## config.mk

```make
export PLATFORM = sky130hd
export DESIGN_NAME = cmss_core
export DESIGN_NICKNAME = d
export VERILOG_FILES = /design/src/cmss_pkg.sv /design/src/cmss_id_match.sv /design/src/cmss_core.sv
export SDC_FILE = /design/constraint.sdc
export NUM_CORES = 2
export LEC_CHECK = 0
export BUFFER_PORTS_ARGS = -buffer_cell sky130_fd_sc_hd__buf_2
export CAP_MARGIN = 25
export CORE_UTILIZATION = 45
export DETAILED_ROUTE_END_ITERATION = 10
export HOLD_SLACK_MARGIN = 0.03
export MAX_ROUTING_LAYER = met4
export PLACE_DENSITY_LB_ADDON = 0.2
export SLEW_MARGIN = 5
export SYNTH_ARGS = -nofsm -noshare
export SYNTH_HDL_FRONTEND = slang
export SYNTH_SLANG_ARGS = --single-unit
```

## constraint.sdc

```tcl
create_clock -name clk -period 12.9 [get_ports clk]
set_input_delay 0.645 -clock clk [delete_from_list [all_inputs] [get_ports clk]]
set_output_delay 0.645 -clock clk [all_outputs]
set_load 0.1 [all_outputs]
```

## src/cmss_pkg.sv

```systemverilog
// constants of the can message store support block
// Notes on behaviour
// compare each received id against all stored
// on match store data, set ready, interrupt
// no match: drop, touch no buffer
// auto answer remote only if stored rtr
// ids may be rewritten at any time
// host data goes through 64-bit shadow
// shadow loads on first read, byte 7
// write of byte 0 stores shadow
// host accesses byte 7 first, byte 0 last
// host never mixes reads and writes
// check echo, mismatch sends error frame
// each mismatch adds one to counter
// counter at four sets flag, interrupt
// counter at four forces bus off
// counter clears on reset, host accessible
// messages 0-7 capture timer on receive
// overflow flag sticky, no interrupt
// prescale 1/32 1/64 1/128 1/256
// timer starts at zero, free running
// each port pin direction from register
// latch register drives, pin register reads
// digital bit selects direct rx input
// data buffers ascending, eight bytes each
// stamps and descriptors not reset
// stamp captured with receive ready
`default_nettype none
package cmss_pkg;
  // register indices, byte address is four times the index
  localparam logic [7:0] BUS_CONFIG_TWO = 8'h01;
  localparam logic [7:0] RX_READY_LO = 8'h04;
  localparam logic [7:0] RX_READY_HI = 8'h05;
  localparam logic [7:0] RX_IRQ_EN_LO = 8'h06;
  localparam logic [7:0] RX_IRQ_EN_HI = 8'h07;
  localparam logic [7:0] IRQ_MASK_REGISTER = 8'h0a;
  localparam logic [7:0] IRQ_FLAGS = 8'h11;
  localparam logic [7:0] CONTROL = 8'h12;
  localparam logic [7:0] CHECK_ERROR_COUNTER = 8'h15;
  localparam logic [7:0] STAMP_TIMER_HI = 8'h1c;
  localparam logic [7:0] STAMP_TIMER_LO = 8'h1d;
  localparam logic [7:0] PORT0_DIR = 8'h28;
  localparam logic [7:0] PORT0_PIN = 8'h29;
  localparam logic [7:0] PORT0_LATCH = 8'h2a;
  localparam logic [7:0] PORT1_DIR = 8'h2c;
  localparam logic [7:0] PORT1_PIN = 8'h2d;
  localparam logic [7:0] PORT1_LATCH = 8'h2e;
  localparam logic [7:0] STAMP_BASE = 8'h30;
  localparam logic [7:0] DESC_BASE = 8'h40;
  localparam logic [7:0] DATA_BASE = 8'h80;
  // field positions
  localparam int DIGITAL_RX_SELECT_BIT = 0;
  localparam int CHECK_ERROR_IRQ_FLAG_BIT = 0;
  localparam int CHECK_ERROR_IRQ_ENABLE_BIT = 0;
  localparam int STAMP_TIMER_OVERFLOW_BIT = 0;
  localparam int STAMP_PRESCALE_LSB = 1;
  localparam int DESC_RTR_BIT = 4;
  // counts and reset values
  localparam logic [7:0] CHECK_ERROR_LIMIT = 8'h04;
  localparam logic [7:0] REG_RESET = 8'h00;
  localparam logic [15:0] TIMER_RESET = 16'h0000;
  localparam int MSG_COUNT = 16;
  localparam int STAMP_COUNT = 8;
  localparam logic [1:0] AXI_OKAY = 2'h0;
  localparam logic [1:0] AXI_SLVERR = 2'h2;
endpackage : cmss_pkg
`default_nettype wire

```

## src/cmss_id_match.sv

```systemverilog
// identifier compare against all stored descriptors
`timescale 1ns/1ps
`default_nettype none
module cmss_id_match (
  input wire logic [255:0] descFlat, // 16 descriptors, 16 bits each
  input wire logic [10:0] rxId, // received identifier
  output logic hit, // some entry matches
  output logic [3:0] hitIdx, // lowest matching entry
  output logic hitRtr // stored rtr bit of that entry
);
  logic [15:0] eq;
  // parallel compare of every entry
  genvar g;
  generate
    for (g = 0; g < 16; g++)
    begin : gCmp
      assign eq[g] = descFlat[g*16+5 +: 11] == rxId;
    end
  endgenerate
  // priority pick of the lowest hit
  always_comb
  begin
    hit = |eq;
    hitIdx = 4'h0;
    for (int i = 15; i >= 0; i--)
    begin
      if (eq[i])
      begin
        hitIdx = 4'(i);
      end
    end
    hitRtr = descFlat[{hitIdx, 4'h4}];
  end
endmodule : cmss_id_match
`default_nettype wire

```

## src/cmss_core.sv

```systemverilog
// message store support top: axi4-lite registers, shadow, check, stamp, ports
//
// Chosen here: the register addresses and register access over AXI4-Lite.
`timescale 1ns/1ps
`default_nettype none
module cmss_core (
  input wire logic clk, // 100 MHz clock
  input wire logic rst, // async reset, active high
  input wire logic [31:0] awaddr, // axi write address
  input wire logic awvalid, // axi
  output logic awready, // axi
  input wire logic [31:0] wdata, // axi write data
  input wire logic [3:0] wstrb, // axi
  input wire logic wvalid, // axi
  output logic wready, // axi
  output logic [1:0] bresp, // axi
  output logic bvalid, // axi
  input wire logic bready, // axi
  input wire logic [31:0] araddr, // axi read address
  input wire logic arvalid, // axi
  output logic arready, // axi
  output logic [31:0] rdata, // axi
  output logic [1:0] rresp, // axi
  output logic rvalid, // axi
  input wire logic rready, // axi
  input wire logic rxValid, // pulse: frame received
  input wire logic [10:0] rxId, // received identifier
  input wire logic rxRemote, // received frame is remote request
  input wire logic [63:0] rxData, // received data field
  output logic replyReq, // pulse: answer remote request
  output logic [3:0] replyIdx, // message to answer with
  input wire logic checkMismatch, // pulse: echo differs from store
  output logic errorFrame, // pulse: send error frame
  output logic busOff, // level: forced bus off
  output logic irq, // level: interrupt request
  input wire logic busTick, // bus clock enable pulse
  input wire logic rxComp, // comparator rx level
  input wire logic rxDigital, // direct digital rx level
  output logic rxBit, // selected rx level
  input wire logic [7:0] port0In, // port 0 pin levels
  output logic [7:0] port0Out, // port 0 drive values
  output logic [7:0] port0Oe, // port 0 drive enables
  input wire logic [7:0] port1In, // port 1 pin levels
  output logic [7:0] port1Out, // port 1 drive values
  output logic [7:0] port1Oe // port 1 drive enables
);
  // =====================================================
  // state
  logic [63:0] dataMem [16];
  logic [15:0] descMem [16];
  logic [15:0] stampMem [8];
  logic [63:0] shadow_q;
  logic [7:0] busCfg_q, imask_q, ctrl_q, check_error_counter_q, dir0_q, dir1_q, lat0_q, lat1_q;
  logic [15:0] rrdy_q, rien_q, timer_q;
  logic tcFlag_q, busOff_q;
  logic [7:0] pre_q;
  logic [3:0] rdField_q;
  logic rdSeq_q;
  logic [255:0] descFlat;
  logic hit, hitRtr;
  logic [3:0] hitIdx;

  // =====================================================
  // bus handshake
  logic wrEn, rdEn;
  logic [7:0] wIdx, rIdx, wByte;
  assign wrEn = awvalid && wvalid && !bvalid;
  assign awready = wrEn;
  assign wready = wrEn;
  assign rdEn = arvalid && !rvalid;
  assign arready = rdEn;
  assign wIdx = awaddr[9:2];
  assign rIdx = araddr[9:2];
  assign wByte = wstrb[0] ? wdata[7:0] : 8'h00;
  logic wOk;
  assign wOk = wrEn && wstrb[0] && awaddr[31:10] == 22'h0;

  function automatic logic isWr(input logic [7:0] a);
    isWr = wOk && wIdx == a;
  endfunction : isWr

  // write response
  always_ff @(posedge clk or posedge rst)
  begin
    if (rst)
    begin
      bvalid <= 1'b0;
      bresp <= 2'h0;
    end
    else if (wrEn)
    begin
      bvalid <= 1'b1;
      bresp <= awaddr[31:10] == 22'h0 ? cmss_pkg::AXI_OKAY : cmss_pkg::AXI_SLVERR;
    end
    else if (bready)
    begin
      bvalid <= 1'b0;
    end
  end

  // =====================================================
  // identifier match
  generate
    for (genvar g = 0; g < 16; g++)
    begin : gFlat
      assign descFlat[g*16 +: 16] = descMem[g];
    end
  endgenerate

  cmss_id_match uMatch (
    .descFlat(descFlat),
    .rxId(rxId),
    .hit(hit),
    .hitIdx(hitIdx),
    .hitRtr(hitRtr)
  );

  logic rxStore;
  assign rxStore = rxValid && hit && !rxRemote;

  // remote answer only with stored rtr set
  always_ff @(posedge clk or posedge rst)
  begin
    if (rst)
    begin
      replyReq <= 1'b0;
      replyIdx <= 4'h0;
    end
    else
    begin
      replyReq <= rxValid && rxRemote && hit && hitRtr;
      replyIdx <= hitIdx;
    end
  end

  // =====================================================
  // descriptors, data store and stamps, kept over reset
  logic [3:0] wField;
  assign wField = wIdx[6:3];
  always_ff @(posedge clk)
  begin
    for (int i = 0; i < 16; i++)
    begin
      if (isWr(cmss_pkg::DESC_BASE + 8'(2 * i)))
      begin
        descMem[i][15:8] <= wByte;
      end
      if (isWr(cmss_pkg::DESC_BASE + 8'(2 * i + 1)))
      begin
        descMem[i][7:0] <= wByte;
      end
    end
    if (rxStore)
    begin
      dataMem[hitIdx] <= rxData;
      if (hitIdx < 4'(cmss_pkg::STAMP_COUNT))
      begin
        stampMem[hitIdx[2:0]] <= timer_q;
      end
    end
    if (wOk && wIdx[7] && wIdx[2:0] == 3'h0)
    begin
      dataMem[wField] <= {shadow_q[63:8], wByte};
    end
    for (int i = 0; i < 16; i++)
    begin
      if (isWr(cmss_pkg::STAMP_BASE + 8'(i)))
      begin
        if (i[0])
        begin
          stampMem[i / 2][7:0] <= wByte;
        end
        else
        begin
          stampMem[i / 2][15:8] <= wByte;
        end
      end
    end
  end

  // =====================================================
  // shadow register
  logic rdData, rdLoad;
  logic [3:0] rField;
  assign rdData = rdEn && rIdx[7] && araddr[31:10] == 22'h0;
  assign rField = rIdx[6:3];
  assign rdLoad = rdData && (!rdSeq_q || rdField_q != rField || rIdx[2:0] == 3'h7);

  always_ff @(posedge clk or posedge rst)
  begin
    if (rst)
    begin
      shadow_q <= 64'h0;
      rdSeq_q <= 1'b0;
      rdField_q <= 4'h0;
    end
    else
    begin
      if (rdLoad)
      begin
        shadow_q <= dataMem[rField];
      end
      else if (wOk && wIdx[7])
      begin
        shadow_q[{wIdx[2:0], 3'h0} +: 8] <= wByte;
      end
      if (rdData)
      begin
        rdSeq_q <= 1'b1;
        rdField_q <= rField;
      end
      else if (wrEn)
      begin
        rdSeq_q <= 1'b0;
      end
    end
  end

  // =====================================================
  // read data
  logic [7:0] rdByte;
  always_comb
  begin
    rdByte = 8'h00;
    if (rIdx[7])
    begin
      rdByte = rdLoad ? dataMem[rField][{rIdx[2:0], 3'h0} +: 8]
                      : shadow_q[{rIdx[2:0], 3'h0} +: 8];
    end
    else if (rIdx[7:5] == 3'h2)
    begin
      rdByte = rIdx[0] ? descMem[rIdx[4:1]][7:0] : descMem[rIdx[4:1]][15:8];
    end
    else if (rIdx[7:4] == 4'h3)
    begin
      rdByte = rIdx[0] ? stampMem[rIdx[3:1]][7:0] : stampMem[rIdx[3:1]][15:8];
    end
    else
    begin
      unique case (rIdx)
        cmss_pkg::BUS_CONFIG_TWO: rdByte = busCfg_q;
        cmss_pkg::RX_READY_LO: rdByte = rrdy_q[7:0];
        cmss_pkg::RX_READY_HI: rdByte = rrdy_q[15:8];
        cmss_pkg::RX_IRQ_EN_LO: rdByte = rien_q[7:0];
        cmss_pkg::RX_IRQ_EN_HI: rdByte = rien_q[15:8];
        cmss_pkg::IRQ_MASK_REGISTER: rdByte = imask_q;
        cmss_pkg::IRQ_FLAGS: rdByte = {7'h00, tcFlag_q};
        cmss_pkg::CONTROL: rdByte = ctrl_q;
        cmss_pkg::CHECK_ERROR_COUNTER: rdByte = check_error_counter_q;
        cmss_pkg::STAMP_TIMER_HI: rdByte = timer_q[15:8];
        cmss_pkg::STAMP_TIMER_LO: rdByte = timer_q[7:0];
        cmss_pkg::PORT0_DIR: rdByte = dir0_q;
        cmss_pkg::PORT0_PIN: rdByte = port0In;
        cmss_pkg::PORT0_LATCH: rdByte = lat0_q;
        cmss_pkg::PORT1_DIR: rdByte = dir1_q;
        cmss_pkg::PORT1_PIN: rdByte = port1In;
        cmss_pkg::PORT1_LATCH: rdByte = lat1_q;
        default: rdByte = 8'h00;
      endcase
    end
  end

  always_ff @(posedge clk or posedge rst)
  begin
    if (rst)
    begin
      rvalid <= 1'b0;
      rdata <= 32'h0;
      rresp <= 2'h0;
    end
    else if (rdEn)
    begin
      rvalid <= 1'b1;
      rdata <= {24'h0, rdByte};
      rresp <= araddr[31:10] == 22'h0 ? cmss_pkg::AXI_OKAY : cmss_pkg::AXI_SLVERR;
    end
    else if (rready)
    begin
      rvalid <= 1'b0;
    end
  end

  // =====================================================
  // plain control registers
  always_ff @(posedge clk or posedge rst)
  begin
    if (rst)
    begin
      busCfg_q <= cmss_pkg::REG_RESET;
      imask_q <= cmss_pkg::REG_RESET;
      rien_q <= 16'h0;
      dir0_q <= cmss_pkg::REG_RESET;
      dir1_q <= cmss_pkg::REG_RESET;
      lat0_q <= cmss_pkg::REG_RESET;
      lat1_q <= cmss_pkg::REG_RESET;
    end
    else
    begin
      if (isWr(cmss_pkg::BUS_CONFIG_TWO)) busCfg_q <= wByte;
      if (isWr(cmss_pkg::IRQ_MASK_REGISTER)) imask_q <= wByte;
      if (isWr(cmss_pkg::RX_IRQ_EN_LO)) rien_q[7:0] <= wByte;
      if (isWr(cmss_pkg::RX_IRQ_EN_HI)) rien_q[15:8] <= wByte;
      if (isWr(cmss_pkg::PORT0_DIR)) dir0_q <= wByte;
      if (isWr(cmss_pkg::PORT1_DIR)) dir1_q <= wByte;
      if (isWr(cmss_pkg::PORT0_LATCH)) lat0_q <= wByte;
      if (isWr(cmss_pkg::PORT1_LATCH)) lat1_q <= wByte;
    end
  end

  // receive ready: host writes zero to clear, new reception wins
  always_ff @(posedge clk or posedge rst)
  begin
    if (rst)
    begin
      rrdy_q <= 16'h0;
    end
    else
    begin
      for (int i = 0; i < 16; i++)
      begin
        if (rxStore && hitIdx == 4'(i))
        begin
          rrdy_q[i] <= 1'b1;
        end
        else if (isWr(i < 8 ? cmss_pkg::RX_READY_LO : cmss_pkg::RX_READY_HI))
        begin
          rrdy_q[i] <= rrdy_q[i] & wByte[i % 8];
        end
      end
    end
  end

  // =====================================================
  // transmit check
  logic [7:0] tcecNext;
  assign tcecNext = check_error_counter_q + 8'h01;
  always_ff @(posedge clk or posedge rst)
  begin
    if (rst)
    begin
      check_error_counter_q <= cmss_pkg::REG_RESET;
      tcFlag_q <= 1'b0;
      busOff_q <= 1'b0;
      errorFrame <= 1'b0;
    end
    else
    begin
      errorFrame <= checkMismatch;
      if (checkMismatch)
      begin
        check_error_counter_q <= tcecNext;
      end
      else if (isWr(cmss_pkg::CHECK_ERROR_COUNTER))
      begin
        check_error_counter_q <= wByte;
      end
      if (checkMismatch && tcecNext == cmss_pkg::CHECK_ERROR_LIMIT)
      begin
        tcFlag_q <= 1'b1;
        busOff_q <= 1'b1;
      end
      else if (isWr(cmss_pkg::IRQ_FLAGS))
      begin
        tcFlag_q <= wByte[cmss_pkg::CHECK_ERROR_IRQ_FLAG_BIT];
      end
    end
  end

  // =====================================================
  // time stamp timer
  function automatic logic [7:0] preMask(input logic [1:0] sel);
    preMask = 8'hff >> (2'h3 - sel); // 31 63 127 255
  endfunction : preMask

  logic [1:0] preSel;
  logic stampTick;
  assign preSel = ctrl_q[cmss_pkg::STAMP_PRESCALE_LSB +: 2];
  assign stampTick = busTick && (pre_q & preMask(preSel)) == preMask(preSel);

  always_ff @(posedge clk or posedge rst)
  begin
    if (rst)
    begin
      pre_q <= 8'h00;
      timer_q <= cmss_pkg::TIMER_RESET;
      ctrl_q <= cmss_pkg::REG_RESET;
    end
    else
    begin
      if (busTick)
      begin
        pre_q <= stampTick ? 8'h00 : pre_q + 8'h01;
      end
      if (isWr(cmss_pkg::STAMP_TIMER_HI))
      begin
        timer_q[15:8] <= wByte;
      end
      else if (isWr(cmss_pkg::STAMP_TIMER_LO))
      begin
        timer_q[7:0] <= wByte;
      end
      else if (stampTick)
      begin
        timer_q <= timer_q + 16'h0001;
      end
      if (isWr(cmss_pkg::CONTROL))
      begin
        ctrl_q <= wByte;
      end
      if (stampTick && timer_q == 16'hffff)
      begin
        ctrl_q[cmss_pkg::STAMP_TIMER_OVERFLOW_BIT] <= 1'b1;
      end
    end
  end

  // =====================================================
  // outputs
  assign busOff = busOff_q;
  assign irq = (tcFlag_q && imask_q[cmss_pkg::CHECK_ERROR_IRQ_ENABLE_BIT])
            || |(rrdy_q & rien_q);
  assign rxBit = busCfg_q[cmss_pkg::DIGITAL_RX_SELECT_BIT] ? rxDigital : rxComp;
  assign port0Out = lat0_q;
  assign port1Out = lat1_q;
  assign port0Oe = dir0_q;
  assign port1Oe = dir1_q;
endmodule : cmss_core
`default_nettype wire

```

Word level (Yosys, flattened, before mapping) --
Memory sizes are Yosys's and may differ from the RTL's. Cells that the tools add are included.
Operators by class: add/subtract/negate cells 5, magnitude comparators 2, equal/unequal tests 119, shifts and indexed selects 5, multiplexer cells 250, bitwise logic cells 19, reduce and logical (&&, ||, !) cells 160
Operators with widths (count):
- OR reduction 16 bit | 24
- two-way mux 16 bit | 23
- == test 8 x 7 -> 1 bit (second input constant) | 32
- == test 8 x 6 -> 1 bit (second input constant) | 26
- == test 11 bit | 16
- two-way mux 1 bit | 147
- one-hot mux 8 bit (17 select lines) | 1
- two-way mux 64 bit | 2
- variable part select 64 x 7 -> 8 bit | 2
- two-way mux 4 bit | 31
- two-way mux 8 bit | 13
- logical AND 1 bit | 98
- == test 8 x 5 -> 1 bit (second input constant) | 10
- == test 8 x 3 -> 1 bit (second input constant) | 9
- bitwise mux 64 bit | 1
- variable shift 8 x 8 -> 64 bit (first input constant) | 1
- variable part select 8 x 8 -> 64 bit | 1
- nonzero test 2 bit | 25
- two-way mux 2 bit | 24
- logical NOT 22 bit | 2
- == test 4 bit (second input constant) | 8
- two-way mux 3 bit | 7
- adder 16 x 1 -> 16 bit (second input constant) | 1
- adder 8 x 1 -> 8 bit (second input constant) | 2
- other kinds (26) | 54
Storage, ports and cells: register bits after elaboration 211, memory bits (writable) 1408, input port bits 204, output and inout port bits 82, word-level logic and storage cells 606, memories kept 3
Memories:
- dataMem | depth 16, width 64, read ports 1, clocked after memory_dff 0, write ports 2, RTL line cmss_core.sv:49 | logic [63:0] dataMem [16];
- descMem | depth 16, width 16, read ports 17, clocked after memory_dff 0, write ports 1, RTL line cmss_core.sv:50 | logic [15:0] descMem [16];
- stampMem | depth 8, width 16, read ports 1, clocked after memory_dff 0, write ports 2, RTL line cmss_core.sv:51 | logic [15:0] stampMem [8];

Longest topological paths before layout --
word-level depth 23, mapped depth 16

By module --
Synthesis repeated with hierarchy kept, for this count alone.
Second synthesis, totals: cell total of the unflattened synthesis 5762, area total of the unflattened synthesis 82436.6 µm²
By module, submodules not included:
- cmss_core | instances 1, cells an instance 5436, area each 79857.8 µm², seq. area each 47510.6 µm²
- cmss_id_match | instances 1, cells an instance 326, area each 2578.7 µm², seq. area each 0.0 µm²

Worst setup path after synthesis --
Ideal clock, no wire load.
path type input-to-reg, start point input rxId[9], end point memory dataMem[5][0] (enable), arrival time 4.204 ns, slack 8.272 ns, cell stages on the path 13, cell sequence buf_2 > buf_2 > xnor2_1 > nand4_1 > nor3_1 > nor2_1 > a21boi_0 > o21bai_1 > a21o_1 > clkinv_1 > nor2_1 > nand2_1 > nand2_1
RTL lines:
- start: declaration | RTL line cmss_core.sv:27 | input wire logic [10:0] rxId,
- end: declaration | RTL line cmss_core.sv:49

Worst setup path in the final report --
start point register rvalid, end point register rdata[4]
Between the ends: longest elaborated chain between the ends 7
RTL lines:
- start: declaration | RTL line cmss_core.sv:24 | output logic rvalid,
- start signal: assignment | RTL line cmss_core.sv:267 | rvalid <= 1'b0;
- start signal: assignment | RTL line cmss_core.sv:273 | rvalid <= 1'b1;
- start signal: assignment | RTL line cmss_core.sv:279 | rvalid <= 1'b0;
- logical NOT 1 bit (*) | RTL line cmss_core.sv:70 | assign rdEn = arvalid && !rvalid;
- logical AND 1 bit (*) | RTL line cmss_core.sv:70
- logical AND 1 bit (2 in series) | RTL line cmss_core.sv:185 | assign rdData = rdEn && rIdx[7] && araddr[31:10] == 22'h0;
- logical AND 1 bit | RTL line cmss_core.sv:187 | assign rdLoad = rdData && (!rdSeq_q || rdField_q != rField || rIdx[2:0] == 3'h7);
- two-way mux 8 bit | RTL line cmss_core.sv:227 | rdByte = rdLoad ? dataMem[rField][{rIdx[2:0], 3'h0} +: 8]
- two-way mux 8 bit | RTL line cmss_core.sv:225 | if (rIdx[7])
- end signal: assignment | RTL line cmss_core.sv:274 | rdata <= {24'h0, rdByte};
- end: declaration | RTL line cmss_core.sv:22 | output logic [31:0] rdata,
Mark *: on every way between the ends. The rest lies on a longest branch, timed or not. A chain may end at the register's enable or synchronous reset.

==> reports/metrics.yaml <==
clk_pin_slew_worst_paths_ns: 0.06
powerDensity_nw_per_um2: 128
fin_crit_sh_pct: 41.7
ios: 286
grtUsageTotal_pct: 29.0
multi_input_area_um2: 31300
synthesis.area_um2: 81000
path_class: "reg2reg"
grtUsageMet1_pct: 38.0
critPathSlowestCell: "nor3_2"
setup_viol: 0
grt_pass1_vias: 49900
ant_nets: 0
place_hpwl_um: 151000
finClkSkew_ns: 0.0323
drive_gt1_share_pct: 34.4
period_minus_slack_ns: 5.38
met2_usage_pct: 46.0
stdcell_count: 8065
finalSetupTns_ns: 0
nFillCells: 15100
fmax_mhz: 186
async_reset_ff_share_pct: 12.9
grt_start_max_net_pins: 106
slew_violations: 0
gp_congestion: 0.950
drcViolationCount: 0
yosysUniqueCellTypes: 71
die_h_um: 426
yosysSeqAreaShare_pct: 58.6
num_vias: 50600
cts_max_path_buffers: 3
synth_ff_type: "edfxtp_1"
worst_setup_path_end_kind: "flip-flop"
outcome: "finished, final reports clean"
die-area_um2: 182000
top_usage_layer: "met2"
postSynthAreaPerCell_um2: 14.4
arrival_ns: 6.07
crit_chain: "inv_1, nand2_1, inv_1, nand3_1, nor3_2, nor2b_4, buf_4, buf_4, mux4_2, or2_0, o311ai_0, buf_4, nand3_1, a21oi_1, o21ai_1"
root_buffer: "clkbuf_16"
register_area_um2: 47500
critPathMostFrequentCell: "buf_4"
cts_sinks: 1617
nets: 5764
dp.cells: 7723
crit_required_ns: 13.59
grt_pass1_wl_um: 367000
grt-ovfl-total: 0
slew_headroom_pct: 23.0
p_leak_nw: 30.9
wl_per_cell_um: 31.9
first_pass_iters: 6
finalHoldViolCount: 0
area_growth_pct: 10.3
start_util_pct: 45.4
htree_levels: 4
routed_wl_um: 257000
max_stage_delay_ns: 0.75
synth_edf_count: 1408
hold_class: "in2reg"
clock_latency_ns: 0.83
cts_buffers: 175
vias_per_cell: 6.27
antenna_found_initial: 35
cp_max_fo: 53
tightest_slew_ns: 1.15
synthCells: 5610
use_met3_pct: 4.36
cts_tree: "done"
irDropWorstVdd_uv: 143
design.core.area_um2: 179000
ys_warn_count: 0
drt_iter0_drc: 6578
io_buffers: 228
cts_resized: 0
ys_ff_latch: 1617
cp-start-kind: "flip-flop"
cap_violations: 0
row_count: 155
fp.dieW_um: 426
grt_setup_unrepaired: "no"
==> report_power, final <==
group / internal [mW] / leakage [nW] / total, mW / switching, mW
Sequential: 5.71 / 15.7 / 5.76 / 0.0456
Clock: 2.72 / 2.61 / 4.86 / 2.14
Combinational: 0.341 / 12.6 / 0.855 / 0.514
==> layer usage <==
metal	wire, um	vias up
met3	20400	499
li1	-	21400
met2	124000	2516
met1	102000	26200
met4	10300	0
met5	0	-
==> worst max-delay path, delay by kind of cell, from the launching register on <==
| kind | cells | cell delay, ns |
|---|---|---|
| buf+inv | 5 | 1.76 |
| flops | 1 | 0.37 |
| compound gates | 3 | 0.84 |
| mux | 1 | 0.44 |
| simple gates | 6 | 1.74 |
==> Yosys cell counts (62+ instances only) <==
master    number  share of area, %
nand3_1       85              0.52
edfxtp_1    1408                52
nand2_1      576               2.7
nor2_1       213              0.99
xor2_1        63              0.68
mux2_2       905                13
mux4_2       437                12
buf_1         62              0.29
clkbuf_1     439               2.0
a21oi_1      157              0.97
xnor2_1      133               1.4
o21ai_0      389               2.4
dfrtp_1      209               6.5
==> logic make-up (layout without fill, tap and decap cells) <==
kind of cell             after synthesis  in the layout  synth area share, %
adder cells (fa/ha/maj)                9              9                0.139
AND/OR/NAND/NOR                     1070           1070                 5.65
multiplexers                        1395           1395                 25.4
other                                  1             43              0.00463
AO/OA/AOI/OAI                        696            696                 4.86
flip-flops                          1617           1617                 58.6
buffers and inverters                626            684                 3.22
XOR/XNOR                             196            196                 2.12
==> area by class of cell <==
class | count | area share (%)
sequential | 1617 | 53.2
timing repair buffer | 335 | 2.31
tap | 2355 | 3.30
clock inverter | 62 | 0.577
clock buffer | 257 | 5.46
antenna | 17 | 0.0476
inverter | 30 | 0.134
multi-input combinational | 3392 | 35.0
==> final timing paths <==
check	start	slack, ns	to	depth (start not counted)
worst max-delay path	rvalid	7.52	rdata[4]	15
max in group asynchronous	rst	10.83	rresp[1]	4
worst min-delay path	busTick	0.09	pre_q[0]	2
worst max register to register	rvalid	7.52	rdata[4]	15
worst min register to register	rdata[6]	0.47	rdata[6]	2
min in group asynchronous	rst	0.49	pre_q[2]	3
==> cells in the final DEF (no fill, tap or decap), drive strengths merged, types with 17 or more instances in the layout <==
| cell type | count |
|---|---|
| a21oi | 157 |
| mux2 | 905 |
| xnor2 | 133 |
| mux2i | 53 |
| nand2 | 576 |
| xor2 | 63 |
| diode | 17 |
| nor3 | 55 |
| nor4 | 24 |
| dfrtp | 209 |
| conb | 26 |
| nor2 | 213 |
| nand3 | 85 |
| o21ai | 398 |
| and3 | 17 |
| inv | 31 |
| a22oi | 36 |
| buf | 332 |
| edfxtp | 1408 |
| mux4 | 437 |
| clkbuf | 257 |
| clkinv | 54 |
| nand4 | 40 |
==> state kept, by name, summed over array words and instances, names as in the netlist, 8 cells and up <==
signal,cells
busCfg_q,8
check_error_counter_q,8
ctrl_q,8
dataMem,1024
descMem,256
imask_q,8
port0Oe,8
port0Out,8
port1Oe,8
port1Out,8
pre_q,8
rdata,8
rien_q,16
rrdy_q,16
shadow_q,64
stampMem,128
timer_q,16
==> per-stage QoR <==
| step | cell area [um^2] | hold WS (ns) | utilization, % | worst slack (ns) | power (mW) |
|---|---|---|---|---|---|
| floorplan | 81100 | 0.449 | - | 6.55 | 6.47 |
| global placement | 83800 | 0.452 | 46.9 | 6.88 | 6.70 |
| detailed placement | 83900 | 0.455 | 47.0 | 6.92 | 6.71 |
| CTS | 89300 | 0.0442 | 50.0 | 7.49 | 11.5 |
| global route | 89400 | 0.0929 | 50.0 | 7.36 | 11.8 |
| finish | 89400 | 0.0910 | 50.0 | 7.52 | 11.5 |
==> repair_timing <==
action	in CTS	in global routing
buffers inserted	0	0
hold buffers	3	0
endpoints found under the hold margin	105	0
Note: power is estimated with default switching activity, not from simulation.
